$ cat config.mk
export PLATFORM = sky130hd
export DESIGN_NAME = temp_sensor_serial_control
export DESIGN_NICKNAME = d
export VERILOG_FILES = /design/src/rtl/tsense_pkg.sv /design/src/rtl/temp_sensor_serial_control.sv
export SDC_FILE = /design/constraint.sdc
export NUM_CORES = 1
export LEC_CHECK = 0
export BUFFER_PORTS_ARGS = -buffer_cell sky130_fd_sc_hd__clkbuf_2
export CAP_MARGIN = 20
export CORE_MARGIN = 5
export CORE_UTILIZATION = 36
export CTS_CLUSTER_DIAMETER = 100
export DETAILED_ROUTE_END_ITERATION = 8
export PLACE_DENSITY = 0.59
export SYNTH_ARGS = -nofsm -noshare
export SYNTH_HDL_FRONTEND = slang
export SYNTH_SLANG_ARGS = --single-unit
$ cat constraint.sdc
create_clock -name CLOCK -period 12.5 [get_ports CLOCK]
set_input_delay 2.5 -clock CLOCK [delete_from_list [all_inputs] [get_ports CLOCK]]
set_output_delay 2.5 -clock CLOCK [all_outputs]
set_load 0.01 [all_outputs]
$ cat src/rtl/tsense_pkg.sv
// Shared constants and carrier types for the temperature sensor serial control block.
package tsense_pkg;

    // ------------------------------------------------------------------
    // Timing
    // ------------------------------------------------------------------
    localparam int CLK_HZ          = 100_000_000;
    localparam int STUCK_TIME_MS   = 30;
    localparam int STUCK_CYCLES    = (CLK_HZ / 1000) * STUCK_TIME_MS;
    localparam int CONV_CYCLES     = 1000;

    // ------------------------------------------------------------------
    // Bus codes
    // ------------------------------------------------------------------
    localparam logic [4:0] HS_CODE_TOP   = 5'h01;
    localparam logic [7:0] GEN_CALL_ADDR = 8'h00;
    localparam logic [7:0] SW_RESET_CODE = 8'h06;
    localparam logic [6:0] SLAVE_ADDR    = 7'h4C;

    // ------------------------------------------------------------------
    // Result and config layout, register pointers and reset values
    // ------------------------------------------------------------------
    localparam int         OPEN_BIT      = 0;
    localparam int         SUPPLY_BIT    = 1;
    localparam logic [7:0] SHORT_RESULT  = 8'h9C;
    localparam logic [7:0] PTR_RESET     = 8'h00;
    localparam logic [7:0] CFG_RESET     = 8'h00;
    localparam int         CFG_PD_BIT    = 6;
    localparam logic [7:0] PTR_CFG       = 8'h09;
    localparam logic [7:0] PTR_TEMP      = 8'h00;
    localparam logic [7:0] PTR_TEMP_LO   = 8'h10;

    // Protocol phase, one-hot.
    typedef enum logic [6:0] {
        PH_IDLE  = 7'b000_0001,
        PH_ADDR  = 7'b000_0010,
        PH_AACK  = 7'b000_0100,
        PH_WBYTE = 7'b000_1000,
        PH_WACK  = 7'b001_0000,
        PH_RBYTE = 7'b010_0000,
        PH_RACK  = 7'b100_0000
    } phase_e;

    // Conversion engine phase, one-hot.
    typedef enum logic [2:0] {
        CV_IDLE = 3'b001,
        CV_RUN  = 3'b010,
        CV_DOWN = 3'b100
    } conv_e;

    // Analog comparator inputs grouped.
    typedef struct packed {
        logic short_fault;
        logic open_fault;
        logic supply_bad;
    } sense_s;
endpackage : tsense_pkg

$ cat src/rtl/temp_sensor_serial_control.sv
// Serial interface and conversion control of the temperature sensor.
// Overview of operation
// - Device acknowledges that code and switches filters to high-speed, up to 3.4MHz.
// - High-speed operation holds until STOP, then filters return to fast mode.
// - SCL or SDA low about 30ms inside a transfer resets the interface.
// - On that timeout the device releases the bus and waits for START.
// - Power-down bit high: finish current conversion, then stop converting.
// - Power-down bit low: conversions run back to back.
// - Shorted remote inputs give the fixed result -64h.
// - Fault comparator watched over a conversion; fault sets result bit 0.
// - Invalid supply skips conversions and sets result bit 1.
// - General call address 00h is acknowledged; next byte is interpreted.
// - General call byte 06h resets registers and aborts the conversion.
// - Other general call bytes are acknowledged only.
// - First written byte is the pointer; reads use the last pointer.
`timescale 1ns/1ps
`default_nettype none
module temp_sensor_serial_control #(
    parameter int STUCK_LIMIT = tsense_pkg::STUCK_CYCLES, // Bus-stuck cycles.
    parameter int CONV_LEN    = tsense_pkg::CONV_CYCLES   // Cycles per conversion.
) (
    input  wire logic              CLOCK,      // System clock, 100 MHz.
    input  wire logic              RESET,      // Asynchronous reset, high.
    input  wire logic              SCL_I,      // Bus clock level.
    input  wire logic              SDA_I,      // Bus data level.
    output logic                   SDA_O,      // Data driven value, always low.
    output logic                   SDA_OE,     // High while pulling data low.
    input  wire tsense_pkg::sense_s SENSE,     // Comparator levels.
    input  wire logic [7:0]        ADC_DATA,   // Raw conversion value.
    output logic                   HS_MODE,    // High-speed filter select.
    output logic                   CONV_BUSY,  // Conversion in progress.
    output logic                   ANALOG_ON,  // Analog section powered.
    output logic [7:0]             TEMP_RESULT // Latest temperature result.
);

    // ------------------------------------------------------------------
    // State
    // ------------------------------------------------------------------
    typedef struct packed {
        logic [1:0]         scl_s;
        logic [1:0]         sda_s;
        logic               scl_p;
        logic               sda_p;
        tsense_pkg::phase_e ph;
        logic [7:0]         shift;
        logic [3:0]         bitn;
        logic               first;
        logic               gcall;
        logic               rd;
        logic               hs;
        logic               in_xfer;
        logic [31:0]        stuck;
        logic [31:0]        stuck_sda;
        logic               drive;
        logic [7:0]         ptr;
        logic [7:0]         cfg;
        logic [7:0]         tx;
        tsense_pkg::conv_e  cv;
        logic [31:0]        ccnt;
        logic               open_seen;
        logic [7:0]         result;
    } st_s;

    st_s q, d;

    // Bus sampling and edge detection work on the second stage only.
    logic scl, sda, scl_rise, scl_fall, start_c, stop_c, sw_reset;
    assign scl      = q.scl_s[1];
    assign sda      = q.sda_s[1];
    assign scl_rise = scl & ~q.scl_p;
    assign scl_fall = ~scl & q.scl_p;
    assign start_c  = scl & q.scl_p & q.sda_p & ~sda;
    assign stop_c   = scl & q.scl_p & ~q.sda_p & sda;

    // ------------------------------------------------------------------
    // Next state
    // ------------------------------------------------------------------
    // One process covers protocol, timeout and conversion so that the
    // software reset can clear the registers and the conversion in a single cycle.
    always_comb begin
        d           = q;
        sw_reset    = 1'b0;
        d.scl_s     = {q.scl_s[0], SCL_I};
        d.sda_s     = {q.sda_s[0], SDA_I};
        d.scl_p     = scl;
        d.sda_p     = sda;

        // Bus-stuck timers, one per line, counting only inside a transfer. Each line has
        // its own timer, so a long run of zero bits on a running clock still trips the data timer.
        if (q.in_xfer && !scl) begin
            d.stuck = q.stuck + 32'h0000_0001;
        end else begin
            d.stuck = 32'h0000_0000;
        end
        if (q.in_xfer && !sda) begin
            d.stuck_sda = q.stuck_sda + 32'h0000_0001;
        end else begin
            d.stuck_sda = 32'h0000_0000;
        end

        // Protocol engine steps on SCL edges.
        unique case (q.ph)
            tsense_pkg::PH_IDLE: begin
                d.drive = 1'b0;
            end
            tsense_pkg::PH_ADDR, tsense_pkg::PH_WBYTE: begin
                if (scl_rise) begin
                    d.shift = {q.shift[6:0], sda};
                    d.bitn  = q.bitn + 4'h1;
                end
                if (scl_fall && q.bitn == 4'h8) begin
                    d.bitn = 4'h0;
                    if (q.ph == tsense_pkg::PH_ADDR) begin
                        if (q.shift[7:3] == tsense_pkg::HS_CODE_TOP) begin
                            d.hs    = 1'b1;
                            d.drive = 1'b1;
                            d.ph    = tsense_pkg::PH_AACK;
                        end else if (q.shift == tsense_pkg::GEN_CALL_ADDR) begin
                            d.gcall = 1'b1;
                            d.drive = 1'b1;
                            d.ph    = tsense_pkg::PH_AACK;
                        end else if (q.shift[7:1] == tsense_pkg::SLAVE_ADDR) begin
                            d.rd    = q.shift[0];
                            d.drive = 1'b1;
                            d.first = 1'b1;
                            d.ph    = tsense_pkg::PH_AACK;
                        end else begin
                            d.ph = tsense_pkg::PH_IDLE;
                        end
                    end else begin
                        d.drive = 1'b1;
                        d.ph    = tsense_pkg::PH_WACK;
                        if (q.gcall) begin
                            sw_reset = (q.shift == tsense_pkg::SW_RESET_CODE);
                        end else if (q.first) begin
                            d.ptr   = q.shift;
                            d.first = 1'b0;
                        end else if (q.ptr == tsense_pkg::PTR_CFG) begin
                            d.cfg = q.shift;
                        end
                    end
                end
            end
            tsense_pkg::PH_AACK, tsense_pkg::PH_WACK: begin
                if (scl_fall) begin
                    d.drive = 1'b0;
                    if (q.ph == tsense_pkg::PH_AACK && q.rd) begin
                        d.tx    = (q.ptr == tsense_pkg::PTR_CFG) ? q.cfg : q.result;
                        d.drive = ~((q.ptr == tsense_pkg::PTR_CFG) ? q.cfg[7] : q.result[7]);
                        d.bitn  = 4'h1;
                        d.ph    = tsense_pkg::PH_RBYTE;
                    end else if (q.ph == tsense_pkg::PH_AACK && !q.gcall && !q.rd
                                 && !q.first) begin
                        d.ph = tsense_pkg::PH_ADDR;  // Master code ack; address follows.
                    end else begin
                        d.ph = tsense_pkg::PH_WBYTE;
                    end
                end
            end
            tsense_pkg::PH_RBYTE: begin
                if (scl_fall) begin
                    if (q.bitn == 4'h8) begin
                        d.drive = 1'b0;
                        d.bitn  = 4'h0;
                        d.ph    = tsense_pkg::PH_RACK;
                    end else begin
                        d.tx    = {q.tx[6:0], 1'b0};
                        d.drive = ~q.tx[6];
                        d.bitn  = q.bitn + 4'h1;
                    end
                end
            end
            tsense_pkg::PH_RACK: begin
                // A low acknowledge asks for the same register again.
                if (scl_rise) begin
                    d.first = sda;
                end
                if (scl_fall) begin
                    if (q.first) begin
                        d.ph = tsense_pkg::PH_IDLE;
                    end else begin
                        d.tx    = (q.ptr == tsense_pkg::PTR_CFG) ? q.cfg : q.result;
                        d.drive = ~((q.ptr == tsense_pkg::PTR_CFG) ? q.cfg[7] : q.result[7]);
                        d.bitn  = 4'h1;
                        d.ph    = tsense_pkg::PH_RBYTE;
                    end
                end
            end
        endcase

        // START and STOP override any phase.
        if (start_c) begin
            d.ph      = tsense_pkg::PH_ADDR;
            d.bitn    = 4'h0;
            d.gcall   = 1'b0;
            d.rd      = 1'b0;
            d.first   = 1'b0;
            d.drive   = 1'b0;
            d.in_xfer = 1'b1;
        end
        if (stop_c) begin
            d.ph      = tsense_pkg::PH_IDLE;
            d.hs      = 1'b0;
            d.drive   = 1'b0;
            d.in_xfer = 1'b0;
        end

        // Timeout drops the interface and any held line.
        if (q.stuck >= 32'(STUCK_LIMIT - 1) || q.stuck_sda >= 32'(STUCK_LIMIT - 1)) begin
            d.ph        = tsense_pkg::PH_IDLE;
            d.drive     = 1'b0;
            d.in_xfer   = 1'b0;
            d.stuck     = 32'h0000_0000;
            d.stuck_sda = 32'h0000_0000;
        end

        // Conversion engine.
        unique case (q.cv)
            tsense_pkg::CV_IDLE: begin
                if (!q.cfg[tsense_pkg::CFG_PD_BIT]) begin
                    if (SENSE.supply_bad) begin
                        d.result[tsense_pkg::SUPPLY_BIT] = 1'b1;
                    end else begin
                        d.cv        = tsense_pkg::CV_RUN;
                        d.ccnt      = 32'h0000_0000;
                        d.open_seen = 1'b0;
                    end
                end else begin
                    d.cv = tsense_pkg::CV_DOWN;
                end
            end
            tsense_pkg::CV_RUN: begin
                d.ccnt = q.ccnt + 32'h0000_0001;
                if (SENSE.open_fault) begin
                    d.open_seen = 1'b1;
                end
                if (q.ccnt >= 32'(CONV_LEN - 1)) begin
                    if (SENSE.short_fault) begin
                        d.result = tsense_pkg::SHORT_RESULT;
                    end else begin
                        d.result = {ADC_DATA[7:2], 1'b0, 1'b0};
                    end
                    d.result[tsense_pkg::OPEN_BIT]   = q.open_seen | SENSE.open_fault;
                    d.result[tsense_pkg::SUPPLY_BIT] = SENSE.supply_bad;
                    d.cv = q.cfg[tsense_pkg::CFG_PD_BIT] ? tsense_pkg::CV_DOWN
                                                         : tsense_pkg::CV_RUN;
                    d.ccnt      = 32'h0000_0000;
                    d.open_seen = 1'b0;
                end
            end
            tsense_pkg::CV_DOWN: begin
                if (!q.cfg[tsense_pkg::CFG_PD_BIT]) begin
                    d.cv = tsense_pkg::CV_IDLE;
                end
            end
        endcase
        if (q.cv == tsense_pkg::CV_RUN && SENSE.supply_bad) begin
            d.cv                             = tsense_pkg::CV_IDLE;
            d.result[tsense_pkg::SUPPLY_BIT] = 1'b1;
        end

        // Software reset restores power-on values and aborts conversion.
        if (sw_reset) begin
            d.ptr       = tsense_pkg::PTR_RESET;
            d.cfg       = tsense_pkg::CFG_RESET;
            d.cv        = tsense_pkg::CV_IDLE;
            d.ccnt      = 32'h0000_0000;
            d.open_seen = 1'b0;
            d.result    = 8'h00;
        end
    end

    // ------------------------------------------------------------------
    // Registers
    // ------------------------------------------------------------------
    // Lines idle high, so the synchronisers reset high to avoid a false START.
    always_ff @(posedge CLOCK or posedge RESET) begin
        if (RESET) begin
            q        <= '0;
            q.scl_s  <= 2'b11;
            q.sda_s  <= 2'b11;
            q.scl_p  <= 1'b1;
            q.sda_p  <= 1'b1;
            q.ph     <= tsense_pkg::PH_IDLE;
            q.cv     <= tsense_pkg::CV_IDLE;
            q.ptr    <= tsense_pkg::PTR_RESET;
            q.cfg    <= tsense_pkg::CFG_RESET;
        end else begin
            q <= d;
        end
    end

    // ------------------------------------------------------------------
    // Outputs
    // ------------------------------------------------------------------
    // Open-drain: the pin is only ever pulled low.
    assign SDA_O       = 1'b0;
    assign SDA_OE      = q.drive;
    assign HS_MODE     = q.hs;
    assign CONV_BUSY   = (q.cv == tsense_pkg::CV_RUN);
    assign ANALOG_ON   = (q.cv != tsense_pkg::CV_DOWN);
    assign TEMP_RESULT = q.result;

endmodule : temp_sensor_serial_control
`default_nettype wire

==> run_results.csv, run 1 <==
group,metric,value,unit
outcome,outcome,"complete, no violations",
cells_and_area,syn_to_final_growth,13.9,%
sta,rsz0062_at_grt,"false",
sta,skew,13.8,ps
yosys,ys_seq_elements,162,
worst_setup_path,path_max_fanout,9,
sta,setup_violations,0,
placement,hpwl,10500,um
worst_setup_path,path_cells,"clkbuf_2 > or4b_2 > a21oi_1 > a41o_1 > and3_1 > xnor2_1 > nor2_1",
clock_tree,htree_levels,4,
worst_setup_path,crit_arrival,4480,ps
power_and_ir_drop,comb_power_share,9.4,%
cells_and_area,drive_above_1_share,13.5,%
job,maxCapViolations,0,
cells_and_area,layout_common_cells,"dfrtp_1, nor2_1, nand2_1",
yosys,syn_area,0.00769,mm2
clock_tree,cts_sinks,162,
global_route,grt_max_degree,95,
yosys,synth.distinct_cells,65,
sta,relSlewSlack,40.7,%
worst_setup_path,endpoint_kind,"register",
worst_setup_path,cpPeakStageDelay,600,ps
global_route,grt_usage,13.3,%
placement,globalplace.congestion,0.829,
power_and_ir_drop,p_per_area,146,mW/mm2
worst_setup_path,crit_family,"simple AND/OR/NAND/NOR gates",
detailed_routing,drtPass1Iterations,4,
floorplan,placementRows,53,
clock_tree,cts_hold_buf,0,
power_and_ir_drop,power,1.28,mW
sta,finalHoldViolCount,0,
power_and_ir_drop,netSwitchingPower,0.320,mW
detailed_routing,vias_per_cell,5.06,
floorplan,start_util,36.6,%
floorplan,die-area,0.0244,mm2
floorplan,coreArea,0.0210,mm2
worst_setup_path,crit_required,12780,ps
power_and_ir_drop,irDropWorstVdd,90.5,uV
clock_tree,cts_max_path_buffers,2,
detailed_routing,ant_nets,0,
yosys,async_flop_share,100,%
cells_and_area,n_antenna_cell,0,
yosys,synth-main-ff-cell,"dfrtp_1",
global_route,grt_pass1_wl,26500,um
worst_setup_path,cpMaxStageDelayCell,"or4b_2",
clock_tree,cts.clk_slew.worst_paths,70,ps
placement,port_buffers,24,
power_and_ir_drop,switching_share,25.1,%
yosys,ys_seq_area_share,52.9,%
sta,period_share,33.6,%
floorplan,die_h,156,um
clock_tree,numCtsBuffers,17,
sta,setup_tns,0,ps
worst_hold_path,hp-class,"register to register",
detailed_routing,drc,0,
global_route,grt_overflow,0,
worst_setup_path,path_class,"input port to register",
clock_tree,clock_latency,430,ps
cells_and_area,final_common_cell,"dfrtp_1",
detailed_routing,dr.first_iter.drc_count,372,
cells_and_area,n_fill_cell,2038,
detailed_routing,wire_per_inst,13.9,um
yosys,synth_edf_count,0,
global_route,grt_pass1_vias,5377,
worst_setup_path,start_kind,"input port",
power_and_ir_drop,leakage,3.70,nW
floorplan,dieWidth,156,um
clock_tree,cts-root-buf,"clkbuf_16",
clock_tree,ctsResizeCount,0,
power_and_ir_drop,power.share.sequential,45.6,%
power_and_ir_drop,clockPowerShare,45.0,%
detailed_routing,routed_wl,15200,um
clock_tree,cts_tree,"done",
cells_and_area,final_nets,831,
sta,drv_slew,0,
sta,worst_pin_slew,890,ps
yosys,yosys_warnings,0,
detailed_routing,dr_total_vias,5566,
clock_tree,post_cts_buffers,0,
floorplan,io-pin-count,28,
sta,fin_crit,4200,ps
global_route,antenna_found_initial,0,
power_and_ir_drop,p_int,0.956,mW
worst_setup_path,cp_num_buf_inv,1,
cells_and_area,final_core_util,41.7,%
yosys,synth_area_per_cell,9.93,um2
yosys,syn-instance-count,774,
sta,clock.fmax,0.238,GHz
cells in the mapped netlist, types with 3 or more instances:
master / number / area (um2)
nand3_1: 33 / 165
a31oi_1: 11 / 68.8
or3_1: 4 / 25.0
mux2i_1: 7 / 70.1
nand2_1: 73 / 274
ha_1: 5 / 62.6
clkbuf_1: 15 / 56.3
nor4_1: 17 / 106
nor2_1: 106 / 398
nand2b_1: 10 / 62.6
and3_1: 15 / 93.8
xor2_1: 27 / 236
nor2b_1: 8 / 50.1
and4_1: 6 / 52.6
nor3_1: 36 / 180
a41oi_1: 5 / 43.8
nand3b_1: 4 / 30.0
buf_4: 10 / 75.1
dfstp_2: 8 / 210
a211oi_1: 3 / 22.5
inv_1: 21 / 78.8
a211o_1: 3 / 26.3
o21ba_2: 3 / 30.0
and2_1: 5 / 31.3
nand4_1: 26 / 163
nor3b_1: 5 / 37.5
buf_2: 5 / 25.0
a21oi_1: 30 / 150
o21ai_0: 27 / 135
o221a_2: 3 / 33.8
dfrtp_1: 154 / 3850
nor4b_1: 3 / 26.3
mux2_2: 28 / 315
xnor2_1: 18 / 158
layout make-up:
| class | count | area (um2) | share of cell area, % |
|---|---|---|---|
| Clock buffer | 18 | 429 | 4.90 |
| Clock inverter | 14 | 224 | 2.56 |
| Inverter | 21 | 83.8 | 0.957 |
| Multi-Input combinational cell | 581 | 3460 | 39.5 |
| Sequential cell | 162 | 4060 | 46.4 |
| Tap cell | 275 | 344 | 3.93 |
| Timing Repair Buffer | 28 | 150 | 1.71 |
worst paths after layout:
path                           from     end  slack (ps)  cells past startpoint
setup / recovery           SENSE[0]   q[15]        8300                      7
hold / removal               d[162]  d[158]         360                      0
setup reg to reg             q[152]   q[33]        9140                      5
hold reg to reg              d[162]  d[158]         360                      0
max in group asynchronous     RESET  q[141]        8910                      3
min in group asynchronous     RESET  q[100]        2240                      2
flip-flops by register name (all words and copies together) (netlist names):
register	flops
HS_MODE	1
SDA_OE	1
TEMP_RESULT	8
d	4
q	148
logic make-up (layout without fill, tap and decap cells):
kind of cell / after synthesis / in the layout / share of synthesized area [%]
XOR/XNOR: 45 / 45 / 5.13
other: 1 / 21 / 0.0488
AO/OA/AOI/OAI: 109 / 109 / 9.23
adder cells (fa/ha/maj): 5 / 5 / 0.814
buffers and inverters: 51 / 81 / 3.06
AND/OR/NAND/NOR: 366 / 366 / 23.8
multiplexers: 35 / 35 / 5.01
flip-flops: 162 / 162 / 52.9
power groups by stage:
stage	clock network [mW]	logic, mW	registers, mW
6_report	0.574	0.120	0.581
5_1_grt	0.616	0.138	0.587
4_1_cts	0.589	0.124	0.582
3_5_place_dp	0	0.123	0.592
3_3_place_gp	0	0.121	0.591
2_1_floorplan	0	0.102	0.582
metrics by stage:
step	hold WS, ps	instances	setup slack, ps	area [um2]
floorplan	345	794	5640	7760
global placement	348	1067	7850	8100
detailed placement	350	1067	7820	8100
CTS	359	1099	8290	8760
global route	361	1099	8180	8760
finish	358	1099	8300	8760
layer usage:
metal  vias up  routed length [um]  track usage, %
met5         -                   0               0
met4         0                 205            4.34
met3        19                 433            3.38
met2        76                7060            20.1
met1      2673                7520            18.7
li1       2798                   -               -
Note: power is estimated with default switching activity, not from simulation.
==> inputs of run 2 (changes only) <==
ABC_AREA = 1   (was default)
clock period = 4.4 ns   (was 12.5 ns; I/O delays follow)
==> run 2 against run 1 <==
  * Highest routed layer unchanged
  * Critical path type is now register to register
  * Clock power grew to 2.5 times the previous value
  * Clock-buffer cell count is 1 lower
  * Flip-flop and latch count stayed put
  * Critical path depth is 3 higher
  * First-iteration DRC count is 11% lower
  * Critical endpoint is now q[12]
  * Final cell count is 14% higher
  * Global-route usage is 0.51 points lower
  * Combinational power grew to 3.5 times the previous value
  * Via count is 5.2% higher
  * Sequential share of layout area is 0.43 points lower
  * Area after synthesis is 2.2% higher
==> run_results.csv, run 2 <==
group,metric,value,unit
global_route,grt.busiest_layer,"met2",
power_and_ir_drop,p_per_area,394,mW/mm2
sta,rsz0062_at_grt,"false",
sta,setup_violations,0,
sta,setup_tns,0,ps
global_route,grt_overflow,0,
yosys,synth_edf_count,0,
cells_and_area,syn_to_final_growth,12.5,%
cells_and_area,layout_common_cells,"nand2_1, dfrtp_1, nor2_1",
cells_and_area,final_common_cell,"nand2_1",
global_route,grt_usage,12.7,%
worst_hold_path,whs_endpoint,"d[157]",
detailed_routing,ant_nets,0,
cells_and_area,n_fill_cell,2146,
yosys,yosys_warnings,0,
sta,relSlewSlack,28.0,%
clock_tree,post_cts_buffers,0,
worst_setup_path,crit_required,4710,ps
cells_and_area,largest_reg_flops,148,
worst_setup_path,start_kind,"register",
yosys,synth_area_per_cell,8.51,um2
clock_tree,cts-root-buf,"clkbuf_16",
floorplan,dieWidth,158,um
placement,globalplace.congestion,0.835,
global_route,grtUsageMet3,2.90,%
yosys,ys_seq_elements,162,
clock_tree,cts_sinks,162,
sta,finalHoldViolCount,0,
clock_tree,cts_tree,"done",
global_route,grt_max_degree,163,
floorplan,die_h,158,um
detailed_routing,drtPass1Iterations,5,
power_and_ir_drop,leakage,3.96,nW
sta,drv_slew,0,
detailed_routing,wire_per_inst,11.8,um
yosys,syn-instance-count,923,
worst_setup_path,cpPeakStageDelay,510,ps
sta,holdWs,356,ps
clock_tree,htree_levels,4,
worst_setup_path,reg2reg_slack,1430,ps
cells_and_area,n_antenna_cell,0,
sta,period_share,67.5,%
sta,fin_crit,2970,ps
worst_setup_path,path_max_fanout,30,
yosys,async_flop_share,100,%
worst_setup_path,crit_arrival,3280,ps
worst_hold_path,hold_depth,0,
yosys,synth.largest_area_cell,"dfrtp_1",
worst_setup_path,r2r_start,"q[138]",
worst_setup_path,crit_top_cell,"nand3_1",
outcome,outcome,"complete, no violations",
sta,skew,8.97,ps
yosys,ys_seq_area_share,51.7,%
detailed_routing,drc,0,
worst_setup_path,path_class,"register to register",
floorplan,start_util,36.2,%
cells_and_area,drive_above_1_share,14.5,%
placement,port_buffers,24,
clock_tree,cts_max_path_buffers,2,
detailed_routing,routed_wl,14800,um
floorplan,io-pin-count,28,
detailed_routing,vias_per_cell,4.66,
placement,hpwl,10400,um
yosys,synth.distinct_cells,53,
global_route,antenna_found_initial,0,
floorplan,die-area,0.0249,mm2
global_route,grt_pass1_vias,5516,
cells_and_area,final_nets,983,
worst_hold_path,hp-class,"register to register",
detailed_routing,dr.first_iter.drc_count,330,
sta,worst_pin_slew,1070,ps
clock_tree,cts_hold_buf,0,
yosys,synth-main-ff-cell,"dfrtp_1",
floorplan,placementRows,54,
power_and_ir_drop,irDropWorstVdd,248,uV
global_route,met2_usage,19.7,%
clock_tree,ctsResizeCount,0,
worst_setup_path,endpoint_kind,"register",
detailed_routing,dr_total_vias,5854,
sta,clock.fmax,0.336,GHz
yosys,syn_area,0.00786,mm2
global_route,use_met1,18.2,%
yosys,yosysMostFrequentCell,"nand2_1",
clock_tree,cts.clk_slew.worst_paths,60,ps
worst_setup_path,path_cells,"inv_1 > ha_1 > nand3_1 > nor2_4 > nand4_2 > nand3_1 > nand2_4 > inv_2 > nand2_1 > and3_1",
yosys,synth_top_area_share,49.1,%
floorplan,coreArea,0.0217,mm2
yosys,yosys-top-cells-count,"nand2_1, dfrtp_1, nor2_1, inv_1, nand3_1",
worst_hold_path,min-delay-start,"d[160]",
cells_and_area,largest_register,"q",
clock_tree,clock_latency,420,ps
global_route,grt_pass1_wl,26100,um
yosys,synthTopCellsByArea,"dfrtp_1, nand2_1, nor2_1, inv_1, nand3_1",
worst_setup_path,reg2regPathDepth,10,
job,maxCapViolations,0,
clock_tree,numCtsBuffers,17,
worst_setup_path,cpMaxStageDelayCell,"inv_2",
worst_setup_path,r2r-end,"q[12]",
## run 2: logic make-up after synthesis
group	Yosys count	share of synthesized area, %
simple gates	463	28.1
other cells	1	0.0477
compound gates	122	8.79
flops	162	51.7
fa+ha+maj	5	0.796
xor+xnor	22	2.45
buf+inv	148	8.09
## run 2: final cells by class
class / count / area (um2) / area share (%)
Tap cell: 280 / 350 / 3.96
Clock buffer: 17 / 425 / 4.81
Timing Repair Buffer: 25 / 140 / 1.59
Multi-Input combinational cell: 633 / 3230 / 36.6
Clock inverter: 15 / 159 / 1.80
Inverter: 124 / 469 / 5.31
Sequential cell: 162 / 4060 / 46.0
## run 2: routing by layer
layer	wire (um)	share of wire (%)
met3	315	2.1
met2	6880	47
met4	148	1.0
met1	7450	50
met5	0	0
## run 2: worst max-delay path: cells and delay by family (launching register included)
family | cells | cell delay (ps)
flip-flops | 1 | 430
AND/OR/NAND/NOR | 7 | 1690
adder cells (fa/ha/maj) | 1 | 140
buffers and inverters | 2 | 590
## run 2: worst max-delay path by stage
stage / from / endpoint / slack, ps / depth (start not counted)
4_1_cts: q[138] / q[12] / 1390 / 10
2_1_floorplan: RESET / HS_MODE / 1470 / 1
6_report: q[138] / q[12] / 1430 / 10
3_3_place_gp: q[138] / q[12] / 1450 / 10
5_1_grt: q[138] / q[12] / 1130 / 10
3_5_place_dp: q[138] / q[12] / 1390 / 10
## run 2: power by group
part	internal [mW]	total (mW)	switching, mW
clock	0.843	1.45	0.612
sequential	1.56	1.61	0.0490
combinational	0.126	0.419	0.294
total	2.53	3.48	0.954
## run 2: stage by stage
| stage | util, % | setup WS (ps) | total power, mW | std cells | area (um2) |
|---|---|---|---|---|---|
| final | 40.8 | 1430 | 3.48 | 1256 | 8840 |
| after detailed placement | 38.1 | 1390 | 2.06 | 1224 | 8260 |
| after CTS | 40.8 | 1390 | 3.53 | 1256 | 8840 |
| after global routing | 40.8 | 1130 | 3.66 | 1256 | 8840 |
| after floorplan | - | 1470 | 2.01 | 943 | 7940 |
| after global placement | 38.1 | 1450 | 2.06 | 1224 | 8260 |
==> inputs of run 3 (changes only) <==
ABC_AREA = 0   (was 1)
PLACE_DENSITY = 0.61   (was 0.59)
clock period = 2.63 ns   (was 4.4 ns; I/O delays follow)
==> run 3 against run 2 <==
  * Final cell count shrank 10%
  * Combinational power increased by 47%
  * Die area decreased by 2.0%
  * Global-route usage is 0.86 points higher
  * Sequential share of layout area down 0.64 points
  * Register-to-register slack lost 1300 ps
  * Clock-buffer cell count is 7 higher
  * Clock power is 72% higher
  * Setup slack worse by 1300 ps
  * Maximum frequency up 20%
  * Wire length rose by 6.3%
  * First-iteration DRC count is 34% higher
  * Largest cell class unchanged
  * Largest power group unchanged
==> run_results.csv, run 3 (synthesis gave the netlist of run 1 again) <==
group,metric,value,unit
cells_and_area,largest_register,"q",
power_and_ir_drop,leakage,3.83,nW
worst_setup_path,r2r_start,"q[152]",
clock_tree,numCtsBuffers,17,
sta,relSlewSlack,43.5,%
worst_setup_path,reg2reg_slack,160,ps
clock_tree,cts_sinks,162,
job,maxCapViolations,0,
worst_setup_path,crit_cells,8,
clock_tree,cts.clk_slew.worst_paths,60,ps
floorplan,start_util,36.6,%
worst_setup_path,cpMaxStageDelayCell,"or4_4",
cells_and_area,n_fill_cell,2011,
worst_setup_path,critPathLaunch,"q[152]",
worst_setup_path,r2r-end,"q[35]",
cells_and_area,syn_to_final_growth,16.6,%
sta,skew,6.04,ps
sta,fin_crit,2470,ps
detailed_routing,vias_per_cell,5.08,
sta,worst_pin_slew,842,ps
worst_setup_path,path_max_fanout,29,
clock_tree,cts-root-buf,"clkbuf_16",
cells_and_area,stdcell_area,0.00896,mm2
outcome,outcome,"complete, no violations",
cells_and_area,final_common_cell,"dfrtp_1",
sta,setup_tns,0,ps
sta,finalHoldViolCount,0,
clock_tree,clock_latency,430,ps
detailed_routing,ant_nets,0,
sta,period_share,93.9,%
worst_setup_path,path_cells,"or4_4 > nor4_4 > buf_4 > and4_1 > buf_4 > a21o_1 > buf_12 > o21ba_2",
floorplan,die-area,0.0244,mm2
detailed_routing,routed_wl,15700,um
worst_setup_path,endpoint_kind,"register",
worst_hold_path,hp-class,"input port to async pin",
worst_setup_path,cp_num_buf_inv,3,
cells_and_area,layout_common_cells,"dfrtp_1, nor2_1, nand2_1",
cells_and_area,final_nets,860,
worst_setup_path,crit_arrival,2790,ps
cells_and_area,largest_reg_flops,148,
worst_setup_path,crit_required,2950,ps
floorplan,dieWidth,156,um
power_and_ir_drop,irDropWorstVdd,320,uV
placement,port_buffers,24,
global_route,grt_overflow,0,
detailed_routing,drc,0,
cells_and_area,n_antenna_cell,0,
placement,postPlaceCellArea,0.00834,mm2
clock_tree,cts_tree,"done",
global_route,antenna_found_initial,0,
detailed_routing,wire_per_inst,13.9,um
global_route,grt_usage,13.6,%
placement,hpwl,10900,um
sta,setup_violations,0,
sta,drv_slew,0,
detailed_routing,dr.first_iter.drc_count,442,
sta,rsz0062_at_grt,"false",
detailed_routing,dr_total_vias,5727,
floorplan,io-pin-count,28,
global_route,grt_pass1_wl,27100,um
worst_setup_path,start_kind,"register",
worst_setup_path,reg2regPathDepth,8,
detailed_routing,drtPass1Iterations,5,
worst_setup_path,crit_top_cell,"buf_4",
worst_setup_path,path_class,"register to register",
clock_tree,cts_max_path_buffers,2,
placement,globalplace.congestion,0.865,
global_route,grt_pass1_vias,5553,
floorplan,coreArea,0.0210,mm2
floorplan,placementRows,53,
cells_and_area,drive_above_1_share,16.4,%
worst_setup_path,crit_end,"q[35]",
floorplan,die_h,156,um
power_and_ir_drop,p_per_area,655,mW/mm2
global_route,grt_max_degree,64,
worst_setup_path,cpPeakStageDelay,600,ps
worst_setup_path,crit_family,"simple AND/OR/NAND/NOR gates",
sta,clock.fmax,0.405,GHz
clock_tree,htree_levels,4,
run 3: cell count changes in the layout (fill, tap and decap cells not counted), sizes merged, moves of 9 or more:
| cell | before | now |
|---|---|---|
| mux2 | 0 | 28 |
| nand2 | 178 | 73 |
| a31oi | 1 | 11 |
| xnor2 | 6 | 18 |
| nor4 | 9 | 18 |
| nand2b | 0 | 10 |
| and3 | 2 | 15 |
| nand4 | 14 | 26 |
| nor2 | 151 | 107 |
| buf | 1 | 33 |
| nand3 | 64 | 33 |
| inv | 126 | 20 |
| xor2 | 16 | 27 |
| o21ai | 76 | 29 |
run 3: timing repair:
action	4_1_cts	5_1_grt
buffers inserted	0	2
endpoints found under the setup margin	0	43
hold buffers	0	0
resized for setup	0	1
run 3: worst min-delay path by stage:
stage	from	end	slack [ps]	cells past startpoint
3_3_place_gp	d[160]	d[157]	350	0
4_1_cts	RESET	q[37]	160	2
2_1_floorplan	d[160]	d[157]	350	0
5_1_grt	SCL_I	d[162]	150	1
6_report	RESET	q[37]	150	2
3_5_place_dp	d[160]	d[157]	350	0
run 3: layer usage:
metal | global-route usage (%) | up-vias | wire length [um]
met2 | 21.0 | 83 | 7410
met5 | 0 | - | 0
met4 | 4.21 | 0 | 195
met1 | 19.0 | 2762 | 7580
met3 | 3.36 | 14 | 536
li1 | - | 2868 | -
run 3: power by group:
part | internal (mW) | total [mW] | switching, mW | leakage [nW]
clock | 1.52 | 2.49 | 0.967 | 0.296
sequential | 2.63 | 2.76 | 0.130 | 2.14
combinational | 0.248 | 0.617 | 0.369 | 1.40
run 3: worst register-to-register path: cells and delay by family (launching register included):
kind / cells / cell delay (ps)
buffers and inverters: 3 / 560
DFF: 1 / 380
and+or+nand+nor: 3 / 1090
AOI/OAI and AO/OA: 2 / 340
run 3: final cells by class:
class	count	area (um2)	share of cell area (%)
clock inverters	8	100	1.12
flip-flops and latches	162	4060	45.3
repair buffers	57	405	4.52
clock buffers	24	502	5.60
well taps	275	344	3.84
inverters	21	82.6	0.921
multi-input cells	581	3470	38.7
run 3: per-stage QoR:
step	cells	worst slack (ps)	util, %	hold WS (ps)	power (mW)
after floorplan	794	53.7	-	345	3.25
after global placement	1094	78.4	39.7	347	3.43
after detailed placement	1094	68.7	39.7	347	3.43
after CTS	1126	46.5	42.6	158	5.96
after global routing	1128	1.36	42.6	153	6.17
final	1128	160	42.6	154	5.87
